File: src/lpcs_cfg.svh
`ifndef LPCS_CFG_SVH
`define LPCS_CFG_SVH

// ----------------------------------------------------------------
// Register offsets (byte addresses)
// ----------------------------------------------------------------
`define LPCS_CTRL_OFS    8'h00
`define LPCS_MON_OFS     8'h04
`define LPCS_STAT_OFS    8'h08

// ----------------------------------------------------------------
// Field positions
// ----------------------------------------------------------------
`define LPCS_B_PLL_CLOCK_SELECT    0
`define LPCS_B_PLLWT     1
`define LPCS_B_COREWT    2
`define LPCS_B_SYSWT     3
`define LPCS_B_TICKWT    4
`define LPCS_B_WDOGWT    5
`define LPCS_B_OSCRWT    6
`define LPCS_B_PSTOP     7
`define LPCS_B_TICKPS    8
`define LPCS_B_WDOGPS    9
`define LPCS_B_CME       0
`define LPCS_B_SELF_CLOCK_MODE_ENABLE      1
`define LPCS_B_SELF_CLOCK_INTERRUPT_ENABLE     2
`define LPCS_B_FLAG      0

// ----------------------------------------------------------------
// Reset values
// ----------------------------------------------------------------
`define LPCS_CTRL_RST    10'h000
`define LPCS_MON_RST     3'h3

// ----------------------------------------------------------------
// Quality check timing (window in check clock cycles)
// ----------------------------------------------------------------
`define LPCS_CHECK_WINDOW  50000
`define LPCS_OSC_OK_EDGES  4096

`endif

File: src/lpcs_pkg.sv
package lpcs_pkg;

  // Sequencer states: run, entry steps, low power, exit steps
  typedef enum logic [2:0] {
    LPCS_RUN,
    LPCS_ENT_SEL,
    LPCS_ENT_PLL,
    LPCS_ENT_CORE,
    LPCS_ENT_SYS,
    LPCS_LOWP,
    LPCS_EXIT_SYS,
    LPCS_EXIT_CORE
  } lpcs_state_t;

endpackage

File: src/lpcs_quality_checker.sv
`timescale 1ns/1ps
`include "lpcs_cfg.svh"

module lpcs_quality_checker
#(
  parameter int unsigned WINDOW = `LPCS_CHECK_WINDOW,
  parameter int unsigned EDGES  = `LPCS_OSC_OK_EDGES
)
(
  input  wire logic mclk,      // System clock
  input  wire logic reset_n,   // Async reset, active low
  input  wire logic start,     // Begin a fresh window
  input  wire logic abort,     // Drop the running window
  input  wire logic repeatOn,  // Re-arm after a failed window
  input  wire logic oscEdge,   // One rising oscillator edge
  output logic      busy,      // Window running
  output logic      oscOk      // Pulse: oscillator good
);

  localparam logic [15:0] WIN_LAST  = 16'(WINDOW - 1);
  localparam logic [12:0] EDGE_LAST = 13'(EDGES - 1);

  logic [15:0] winCnt_q;
  logic [12:0] edgeCnt_q;
  logic        busy_q;
  logic        ok_q;
  wire         gotAll = oscEdge && (edgeCnt_q == EDGE_LAST);
  wire         winEnd = (winCnt_q == WIN_LAST);

  // ----------------------------------------------------------------
  // Window and edge counters
  // ----------------------------------------------------------------
  // Enough edges end the window at once; a failed one re-arms only while repeatOn is set
  always_ff @(posedge mclk or negedge reset_n)
  begin
    if (!reset_n)
    begin
      winCnt_q  <= 16'h0000;
      edgeCnt_q <= 13'h0000;
      busy_q    <= 1'b0;
      ok_q      <= 1'b0;
    end
    else
    begin
      ok_q <= 1'b0;
      if (abort)
      begin
        busy_q <= 1'b0;
      end
      else if (start)
      begin
        busy_q    <= 1'b1;
        winCnt_q  <= 16'h0000;
        edgeCnt_q <= 13'h0000;
      end
      else if (busy_q)
      begin
        if (gotAll)
        begin
          busy_q <= 1'b0;
          ok_q   <= 1'b1;
        end
        else if (winEnd)
        begin
          busy_q    <= repeatOn;
          winCnt_q  <= 16'h0000;
          edgeCnt_q <= 13'h0000;
        end
        else
        begin
          winCnt_q  <= winCnt_q + 16'h0001;
          edgeCnt_q <= edgeCnt_q + {12'h000, oscEdge};
        end
      end
    end
  end

  assign busy  = busy_q;
  assign oscOk = ok_q;
endmodule

File: src/lpcs_sequencer.sv
`timescale 1ns/1ps
`include "lpcs_cfg.svh"

module lpcs_sequencer
  import lpcs_pkg::*;
#(
  parameter int unsigned CHECK_WINDOW = `LPCS_CHECK_WINDOW
)
(
  input  wire logic       mclk,          // 40 MHz system clock
  input  wire logic       reset_n,       // External reset, active low
  input  wire logic [7:0] regAddr,       // Register byte address
  input  wire logic [31:0] regWdata,     // Register write data
  input  wire logic       regWe,         // Write strobe
  input  wire logic       regRe,         // Read strobe
  output logic      [31:0] regRdata,     // Read data, next cycle
  input  wire logic       waitReq,       // Core wait request
  input  wire logic       stopReq,       // Core stop request
  input  wire logic       wakeIrqIn,     // Tick or other wake interrupt
  input  wire logic       wdogResetIn,   // Watchdog reset request
  input  wire logic       oscClkPin,     // Oscillator clock pin
  input  wire logic       clockFailPin,  // Clock monitor fail level
  output logic            pllEnable,     // PLL power
  output logic            coreClkEn,     // Core clock gate
  output logic            sysClkEn,      // System clock gate
  output logic            tickClkEn,     // Tick timer clock gate
  output logic            wdogClkEn,     // Watchdog clock gate
  output logic            oscEnable,     // Oscillator power
  output logic            oscReduced,    // Low oscillator amplitude
  output logic            vregLowPower,  // Regulator low power ask
  output logic            selfClockMode, // Running on PLL minimum
  output logic            scmIrq,        // Self-clock interrupt
  output logic            cmResetReq,    // Monitor reset pulse
  output logic            lowPowerActive,// Wait or stop reached
  output logic            resumeCore     // Pulse: core may run
);

  // ----------------------------------------------------------------
  // Pin synchronisers
  // ----------------------------------------------------------------
  logic oscS1_q, oscS2_q, oscS3_q;
  logic failS1_q, failS2_q, failS3_q;

  // Oscillator must be well below mclk/2 for edges to survive
  always_ff @(posedge mclk or negedge reset_n)
  begin
    if (!reset_n)
    begin
      {oscS1_q, oscS2_q, oscS3_q}    <= 3'h0;
      {failS1_q, failS2_q, failS3_q} <= 3'h0;
    end
    else
    begin
      {oscS1_q, oscS2_q, oscS3_q}    <= {oscClkPin, oscS1_q, oscS2_q};
      {failS1_q, failS2_q, failS3_q} <= {clockFailPin, failS1_q, failS2_q};
    end
  end

  wire oscEdge  = oscS2_q & ~oscS3_q;
  wire failRise = failS2_q & ~failS3_q;

  // ----------------------------------------------------------------
  // State and configuration registers
  // ----------------------------------------------------------------
  lpcs_state_t state_q, state_d;
  logic [9:0]  ctrl_q;
  logic [2:0]  mon_q;
  logic        scmFlag_q;
  logic        scm_q;
  logic        isStop_q, isStop_d;
  logic        pllOff_q, pllOff_d;
  logic        coreOff_q, coreOff_d;
  logic        sysOff_q, sysOff_d;
  logic        booted_q;
  logic        fullStopPrev_q;
  logic        chkBusy, chkOk;

  // Register access decode
  wire wrCtrl = regWe && (regAddr == `LPCS_CTRL_OFS);
  wire wrMon  = regWe && (regAddr == `LPCS_MON_OFS);
  wire wrStat = regWe && (regAddr == `LPCS_STAT_OFS);

  // Named configuration bits
  wire pll_clock_select    = ctrl_q[`LPCS_B_PLL_CLOCK_SELECT];
  wire pllWt     = ctrl_q[`LPCS_B_PLLWT];
  wire coreWt    = ctrl_q[`LPCS_B_COREWT];
  wire sysWt     = ctrl_q[`LPCS_B_SYSWT];
  wire pseudo    = ctrl_q[`LPCS_B_PSTOP];
  wire clock_monitor_enable       = mon_q[`LPCS_B_CME];
  wire self_clock_mode_enable      = mon_q[`LPCS_B_SELF_CLOCK_MODE_ENABLE];
  wire self_clock_interrupt_enable     = mon_q[`LPCS_B_SELF_CLOCK_INTERRUPT_ENABLE];

  // Mode decode
  wire inLowp    = (state_q == LPCS_LOWP);
  wire inWait    = inLowp && !isStop_q;
  wire inStop    = inLowp && isStop_q;
  wire fullStop  = inStop && !pseudo;

  // Clock loss outcome; nothing is seen with the monitor off
  wire lossEvt   = failRise && clock_monitor_enable && !fullStop;
  wire lossReset = lossEvt && !self_clock_mode_enable;
  wire lossScm   = lossEvt && self_clock_mode_enable;
  wire scmWake   = lossScm && self_clock_interrupt_enable;

  // Wake causes; monitor reset leaves via the outside reset
  wire wakeWait  = inWait && (wakeIrqIn || wdogResetIn || scmWake);
  wire wakeStop  = inStop && (wakeIrqIn || (pseudo && scmWake));
  wire clrSel    = ((state_q == LPCS_ENT_SEL) &&
                    (isStop_q || pllWt)) || lossScm;

  // Check starts after reset, on loss, and on full stop exit in self-clock mode
  wire chkStart  = !booted_q || lossScm ||
                   (fullStopPrev_q && !fullStop && scm_q);

  // Next values of the configuration registers
  wire [9:0] ctrlW = wrCtrl ? regWdata[9:0] : ctrl_q;
  wire [9:0] ctrlD = ctrlW & ~{9'h000, clrSel};
  wire [2:0] monW  = wrMon ? regWdata[2:0] : mon_q;
  wire [2:0] monD  = monW | {1'b0, lossReset, 1'b0};
  // Set wins over the software clear
  wire       flagD = lossScm ||
                     (scmFlag_q && !(wrStat && regWdata[`LPCS_B_FLAG]));

  // ----------------------------------------------------------------
  // Entry and exit sequence
  // ----------------------------------------------------------------
  // One gate per entry step so clocks drop in a fixed order; exit reopens system and PLL in one step
  always_comb
  begin
    state_d   = state_q;
    isStop_d  = isStop_q;
    pllOff_d  = pllOff_q;
    coreOff_d = coreOff_q;
    sysOff_d  = sysOff_q;
    case (state_q)
      LPCS_RUN:
      begin
        if (stopReq)
        begin
          isStop_d = 1'b1;
          state_d  = LPCS_ENT_SEL;
        end
        else if (waitReq)
        begin
          isStop_d = 1'b0;
          state_d  = LPCS_ENT_SEL;
        end
      end
      LPCS_ENT_SEL:
        state_d = LPCS_ENT_PLL;
      LPCS_ENT_PLL:
      begin
        pllOff_d = isStop_q || pllWt;
        state_d  = LPCS_ENT_CORE;
      end
      LPCS_ENT_CORE:
      begin
        coreOff_d = isStop_q || coreWt || sysWt;
        state_d   = LPCS_ENT_SYS;
      end
      LPCS_ENT_SYS:
      begin
        sysOff_d = isStop_q || sysWt;
        state_d  = LPCS_LOWP;
      end
      LPCS_LOWP:
      begin
        if (wakeWait || wakeStop)
          state_d = LPCS_EXIT_SYS;
      end
      LPCS_EXIT_SYS:
      begin
        sysOff_d = 1'b0;
        pllOff_d = 1'b0;
        state_d  = LPCS_EXIT_CORE;
      end
      LPCS_EXIT_CORE:
      begin
        coreOff_d = 1'b0;
        state_d   = LPCS_RUN;
      end
      default:
        state_d = LPCS_RUN;
    endcase
  end

  // Async reset returns every configuration bit to default
  always_ff @(posedge mclk or negedge reset_n)
  begin
    if (!reset_n)
    begin
      state_q   <= LPCS_RUN;
      ctrl_q    <= `LPCS_CTRL_RST;
      mon_q     <= `LPCS_MON_RST;
      scmFlag_q <= 1'b0;
      isStop_q  <= 1'b0;
      pllOff_q  <= 1'b0;
      coreOff_q <= 1'b0;
      sysOff_q  <= 1'b0;
    end
    else
    begin
      state_q   <= state_d;
      ctrl_q    <= ctrlD;
      mon_q     <= monD;
      scmFlag_q <= flagD;
      isStop_q  <= isStop_d;
      pllOff_q  <= pllOff_d;
      coreOff_q <= coreOff_d;
      sysOff_q  <= sysOff_d;
    end
  end

  // ----------------------------------------------------------------
  // Self-clock mode and quality checking
  // ----------------------------------------------------------------
  // Reset starts on the PLL minimum until a check passes
  always_ff @(posedge mclk or negedge reset_n)
  begin
    if (!reset_n)
    begin
      scm_q          <= 1'b1;
      booted_q       <= 1'b0;
      fullStopPrev_q <= 1'b0;
    end
    else
    begin
      booted_q       <= 1'b1;
      fullStopPrev_q <= fullStop;
      if (lossScm)
        scm_q <= 1'b1;
      else if (chkOk)
        scm_q <= 1'b0;
    end
  end

  // Checks repeat as long as self-clock mode holds
  lpcs_quality_checker #(
    .WINDOW   (CHECK_WINDOW),
    .EDGES    (`LPCS_OSC_OK_EDGES)
  ) u_checker (
    .mclk     (mclk),
    .reset_n  (reset_n),
    .start    (chkStart),
    .abort    (fullStop),
    .repeatOn (scm_q),
    .oscEdge  (oscEdge),
    .busy     (chkBusy),
    .oscOk    (chkOk)
  );

  // ----------------------------------------------------------------
  // Gate and power outputs
  // ----------------------------------------------------------------
  // Stopped timers simply lose their clock, so they hold value
  wire tickRun = !(inWait && ctrl_q[`LPCS_B_TICKWT]) &&
                 !(inStop && !(pseudo && ctrl_q[`LPCS_B_TICKPS]));
  wire wdogRun = !(inWait && ctrl_q[`LPCS_B_WDOGWT]) &&
                 !(inStop && !(pseudo && ctrl_q[`LPCS_B_WDOGPS]));
  // Checking overrides a configured PLL stop
  wire pllOn   = !pllOff_q || scm_q || chkBusy;
  wire vregLp  = inStop && !scm_q && !chkBusy;

  logic [31:0] rdata_q;
  logic [11:1] outs_q;
  logic        cmRst_q;
  logic        exitDone_q;
  logic        resume_q;

  // Read data mux; unmapped offsets read zero
  wire [31:0] rdMux =
    (regAddr == `LPCS_CTRL_OFS) ? {22'h000000, ctrl_q} :
    (regAddr == `LPCS_MON_OFS)  ? {29'h00000000, mon_q} :
    (regAddr == `LPCS_STAT_OFS) ? {27'h0000000, isStop_q && inLowp,
                                   inWait, chkBusy, scm_q, scmFlag_q} :
    32'h00000000;

  always_ff @(posedge mclk or negedge reset_n)
  begin
    if (!reset_n)
    begin
      rdata_q  <= 32'h00000000;
      outs_q     <= 11'h000;
      cmRst_q    <= 1'b0;
      exitDone_q <= 1'b0;
      resume_q   <= 1'b0;
    end
    else
    begin
      rdata_q  <= regRe ? rdMux : 32'h00000000;
      cmRst_q  <= lossReset;
      // Resume one edge late so the core gate is already open
      exitDone_q <= (state_q == LPCS_EXIT_CORE);
      resume_q   <= exitDone_q;
      outs_q   <= {pllOn, !coreOff_q, !sysOff_q, tickRun, wdogRun,
                   !fullStop,
                   inWait && ctrl_q[`LPCS_B_OSCRWT],
                   vregLp, scm_q, scmFlag_q && self_clock_interrupt_enable, inLowp};
    end
  end

  assign regRdata       = rdata_q;
  assign pllEnable      = outs_q[11];
  assign coreClkEn      = outs_q[10];
  assign sysClkEn       = outs_q[9];
  assign tickClkEn      = outs_q[8];
  assign wdogClkEn      = outs_q[7];
  assign oscEnable      = outs_q[6];
  assign oscReduced     = outs_q[5];
  assign vregLowPower   = outs_q[4];
  assign selfClockMode  = outs_q[3];
  assign scmIrq         = outs_q[2];
  assign lowPowerActive = outs_q[1];
  assign cmResetReq     = cmRst_q;
  assign resumeCore     = resume_q;
endmodule

File: config.mk
export PLATFORM = sky130hd
export DESIGN_NAME = lpcs_sequencer
export DESIGN_NICKNAME = d
export VERILOG_FILES = /design/src/lpcs_pkg.sv /design/src/lpcs_quality_checker.sv /design/src/lpcs_sequencer.sv
export VERILOG_INCLUDE_DIRS = /design/src
export SDC_FILE = /design/constraint.sdc
export NUM_CORES = 1
export LEC_CHECK = 0
export BUFFER_PORTS_ARGS = -buffer_cell sky130_fd_sc_hd__buf_2
export CAP_MARGIN = 20
export CELL_PAD_IN_SITES_DETAIL_PLACEMENT = 2
export CELL_PAD_IN_SITES_GLOBAL_PLACEMENT = 2
export CORE_ASPECT_RATIO = 1.25
export CORE_MARGIN = 2
export CORE_UTILIZATION = 34
export CTS_CLUSTER_SIZE = 10
export DETAILED_ROUTE_END_ITERATION = 8
export PLACE_DENSITY = 0.84
export SLEW_MARGIN = 30
export SYNTH_ARGS = -nofsm -noshare
export SYNTH_HDL_FRONTEND = slang
export SYNTH_HIERARCHICAL = 1
export SYNTH_SLANG_ARGS = --single-unit
export TNS_END_PERCENT = 30
File: constraint.sdc
create_clock -name mclk -period 3.1 [get_ports mclk]
set_input_delay 0.62 -clock mclk [delete_from_list [all_inputs] [get_ports mclk]]
set_output_delay 0.62 -clock mclk [all_outputs]
set_load 0.005 [all_outputs]
==> results.md <==
- Synth Cell Area: about 4100 sq um
- Nets@finish: 480
- GPL Wtd Cong: 0.817
- Critical Path AT: 3.02 ns
- First-pass GRT wire length: 19300 um
- Clk sinks: 85
- CTS Buf Count: 9
- Int Pwr: 2.09 mW
- H-tree depth: 3
- Synth top area share: 0.504
- CORE AREA: 11700 sq um
- Peak Freq: 0.354 GHz
- Post-route cell area: around 4700 sq um
- Largest cells by area after synthesis: dfrtp_1 50%, buf_4 4.6%, mux2_2 3.0%
- Overall power: around 3.1 mW
- Worst Reg-to-Reg Cells: 10
- Clk_lat worst skew: roughly 0.34 ns
- CTS resizes: 0
- Switching Share: 0.333
- Least-Margin Pin Slew: 0.783 ns
- Synth area leader: dfrtp_1
- Relative slew slack: 0.478
- # rows: 44
- Initial Util: 0.349
- Initial DRT Pass Iterations: 4
- Maximum vdd drop: 0.378 mV
- CP startpoint kind: register
- Largest net degree at the start of global routing: 86
- Reg2Reg Setup Slack: 0.28 ns
- Worst hold path class: primary input to async pin
- Final core occ: 0.404
- Global route overflow: 0
- Crit Path Category: register to register
- Critical Path Sink Type: register
- Number of global-route vias before repair: between 3000 and 4000
- Die Height: roughly 130 um
- Synth unique cells: 61
- Post-route setup slack: 0.276 ns
- Synthesized flop and latch total: 85
- Post-layout minimum cycle time: approximately 2.8 ns
- Flop pwr share: 0.435
- # IOs: 95
- Wirelength per Cell: 19.7 um
- Final Max Tran Viols: 0
- Final period util: 0.911
- Setup WS pre-CTS: around 0.066 ns
- Synth warn: 6
- Net switching power: roughly 1.0 mW
- Share of cells above drive strength 1: 0.245
- Outcome: completed
- Mapped Cells: 373
- # diodes: 0
- Vias/cell: roughly 5.3
- Ys flop type: dfrtp_1
- WP data required: roughly 3.3 ns
- Drt drc: 0
- DRC marker count from the first detailed-route iteration: 116
- IO buf count: 50
- Postcts setup bufs: 0
- Die width: around 100 um
- Seq/Total Area, Yosys: 0.523
- Final Setup Violations: 0
- Initial antenna violation count: 0
- RSZ-0062 raised after global routing: false
- TNS Setup: 0 ns
- Placed Area: around 4400 sq um
- Cell Pwr Density: roughly 660 nW/um^2
- Top cells by count, synth: 82 x dfrtp_1, 27 x nand2_1, 25 x buf_4
- Syn Area/Cell: 10.9 sq um
- CTS tree: done
- Clock Skew: 0.00733 ns
- Synth-to-Final Area Change: 15.8%
- Vias after detailed routing: 3167
- Clock Tree Buf Depth: 2
- Critical Path Fanout Max: 14
- Total GRT Usage: 0.194
- Post-synth EDFFs: 0
- Reg clk slew, reported paths: about 0.07 ns
- Reg2Reg Capture Point: u_checker/winCnt_q[4]
- Cts hold-fix bufs: 0
- Combinational fraction of design power: 0.242
- Final Hold Violating Endpoints: 0
- Max_cap viols: 0
- Root Driver: clkbuf_16
- Worst r2r src: state_q[1]
- WL final: 11700 um
- Ys async rst share: 1.00
- Die Footprint: approximately 13000 sq um
- Leakage: 2.15 nW
- Detail Route Antenna Nets: 0
- Post-DP HPWL: about 8400 um
- Clock power share: 0.324
- Most common cell in the netlist: dfrtp_1
==> area by class of cell <==
| type | instances | area, sq um |
|---|---|---|
| Inverter | 10 | 37.5 |
| Tap cell | 161 | 201 |
| Multi-Input combinational cell | 260 | 1730 |
| Clock inverter | 6 | 46.3 |
| Clock buffer | 10 | 229 |
| Timing Repair Buffer | 61 | 339 |
| Sequential cell | 85 | 2130 |
| Fill cell | 1304 | 6960 |
==> power by group through the flow <==
stage / Clock (mW) / Sequential (mW) / Combinational (mW)
floorplan: 0 / 1.34 / 0.487
global placement: 0 / 1.36 / 0.686
detailed placement: 0 / 1.37 / 0.747
global route: 1.08 / 1.38 / 0.833
finish: 1.01 / 1.36 / 0.757
CTS: 1.05 / 1.36 / 0.759
==> cells in the final DEF (no fill, tap or decap), types with 4 or more instances in the layout <==
cell type	netlist	routed
buf_4	25	11
nand2_1	27	27
nor3_1	13	13
nor2_1	11	11
a22o_1	5	5
nand3_1	14	14
a21oi_1	5	5
buf_2	4	49
mux2i_1	5	5
dfrtp_1	82	82
conb_1	2	23
inv_1	10	10
nand4_1	8	8
and3_1	9	9
and2_1	9	9
a2bb2oi_1	13	13
nor2b_1	5	5
o211ai_1	4	4
nand4b_1	4	4
o31ai_1	14	14
mux2_2	11	11
clkbuf_16	0	9
o21ai_0	22	21
==> registers in the layout (all words and copies together), names as in the netlist, 3 cells and up <==
name,cells
mon_q,3
state_q,3
regRdata,10
u_checker/winCnt_q,16
outs_q,11
u_checker/edgeCnt_q,13
ctrl_q,10
==> cells by family (layout without fill, tap and decap cells) <==
kind of cell,Yosys count,count (layout),share of synthesized area
xor+xnor,2,2,0.00430
compound gates,83,83,0.143
buf+inv,49,87,0.0731
flops,85,85,0.523
mux,16,16,0.0427
fa+ha+maj,3,3,0.00922
other cells,2,23,0.00184
simple gates,133,133,0.202
==> routing by layer <==
metal / vias up / GRT usage / wire (um)
met3: 15 / 0.0375 / 405
met1: 1646 / 0.216 / 4410
met2: 71 / 0.360 / 6630
met5: - / 0 / 0
met4: 0 / 0.0714 / 214
li1: 1435 / - / -
==> critical path: stages (launching register included) <==
cell and delay (ns):
dfrtp_1 0.39, nand4b_1 0.35, or2_2 0.39, inv_1 0.12, o211ai_1 0.15, nand4b_1 0.24
nor4_2 0.34, buf_4 0.19, nor2_1 0.07, nand2_2 0.29, o21ai_0 0.14
==> how the worst max path moves through the flow <==
stage | startpoint | cells past startpoint | end | slack (ns)
3_5_place_dp | state_q[1] | 9 | u_checker/edgeCnt_q[4] | 0.07
2_1_floorplan | state_q[0] | 11 | u_checker/winCnt_q[13] | 0.49
5_1_grt | state_q[1] | 10 | u_checker/edgeCnt_q[4] | 0.09
4_1_cts | state_q[1] | 9 | u_checker/edgeCnt_q[4] | 0.03
6_report | state_q[1] | 10 | u_checker/winCnt_q[4] | 0.28
3_3_place_gp | state_q[1] | 9 | u_checker/edgeCnt_q[4] | 0.31
==> stage by stage <==
step	hold WS [ns]	std cells
after floorplan	0.324	394
after global placement	0.333	577
after detailed placement	0.342	577
after CTS	0.356	593
after global routing	0.361	593
final	0.325	593
Power figures use the tool's default switching activity.
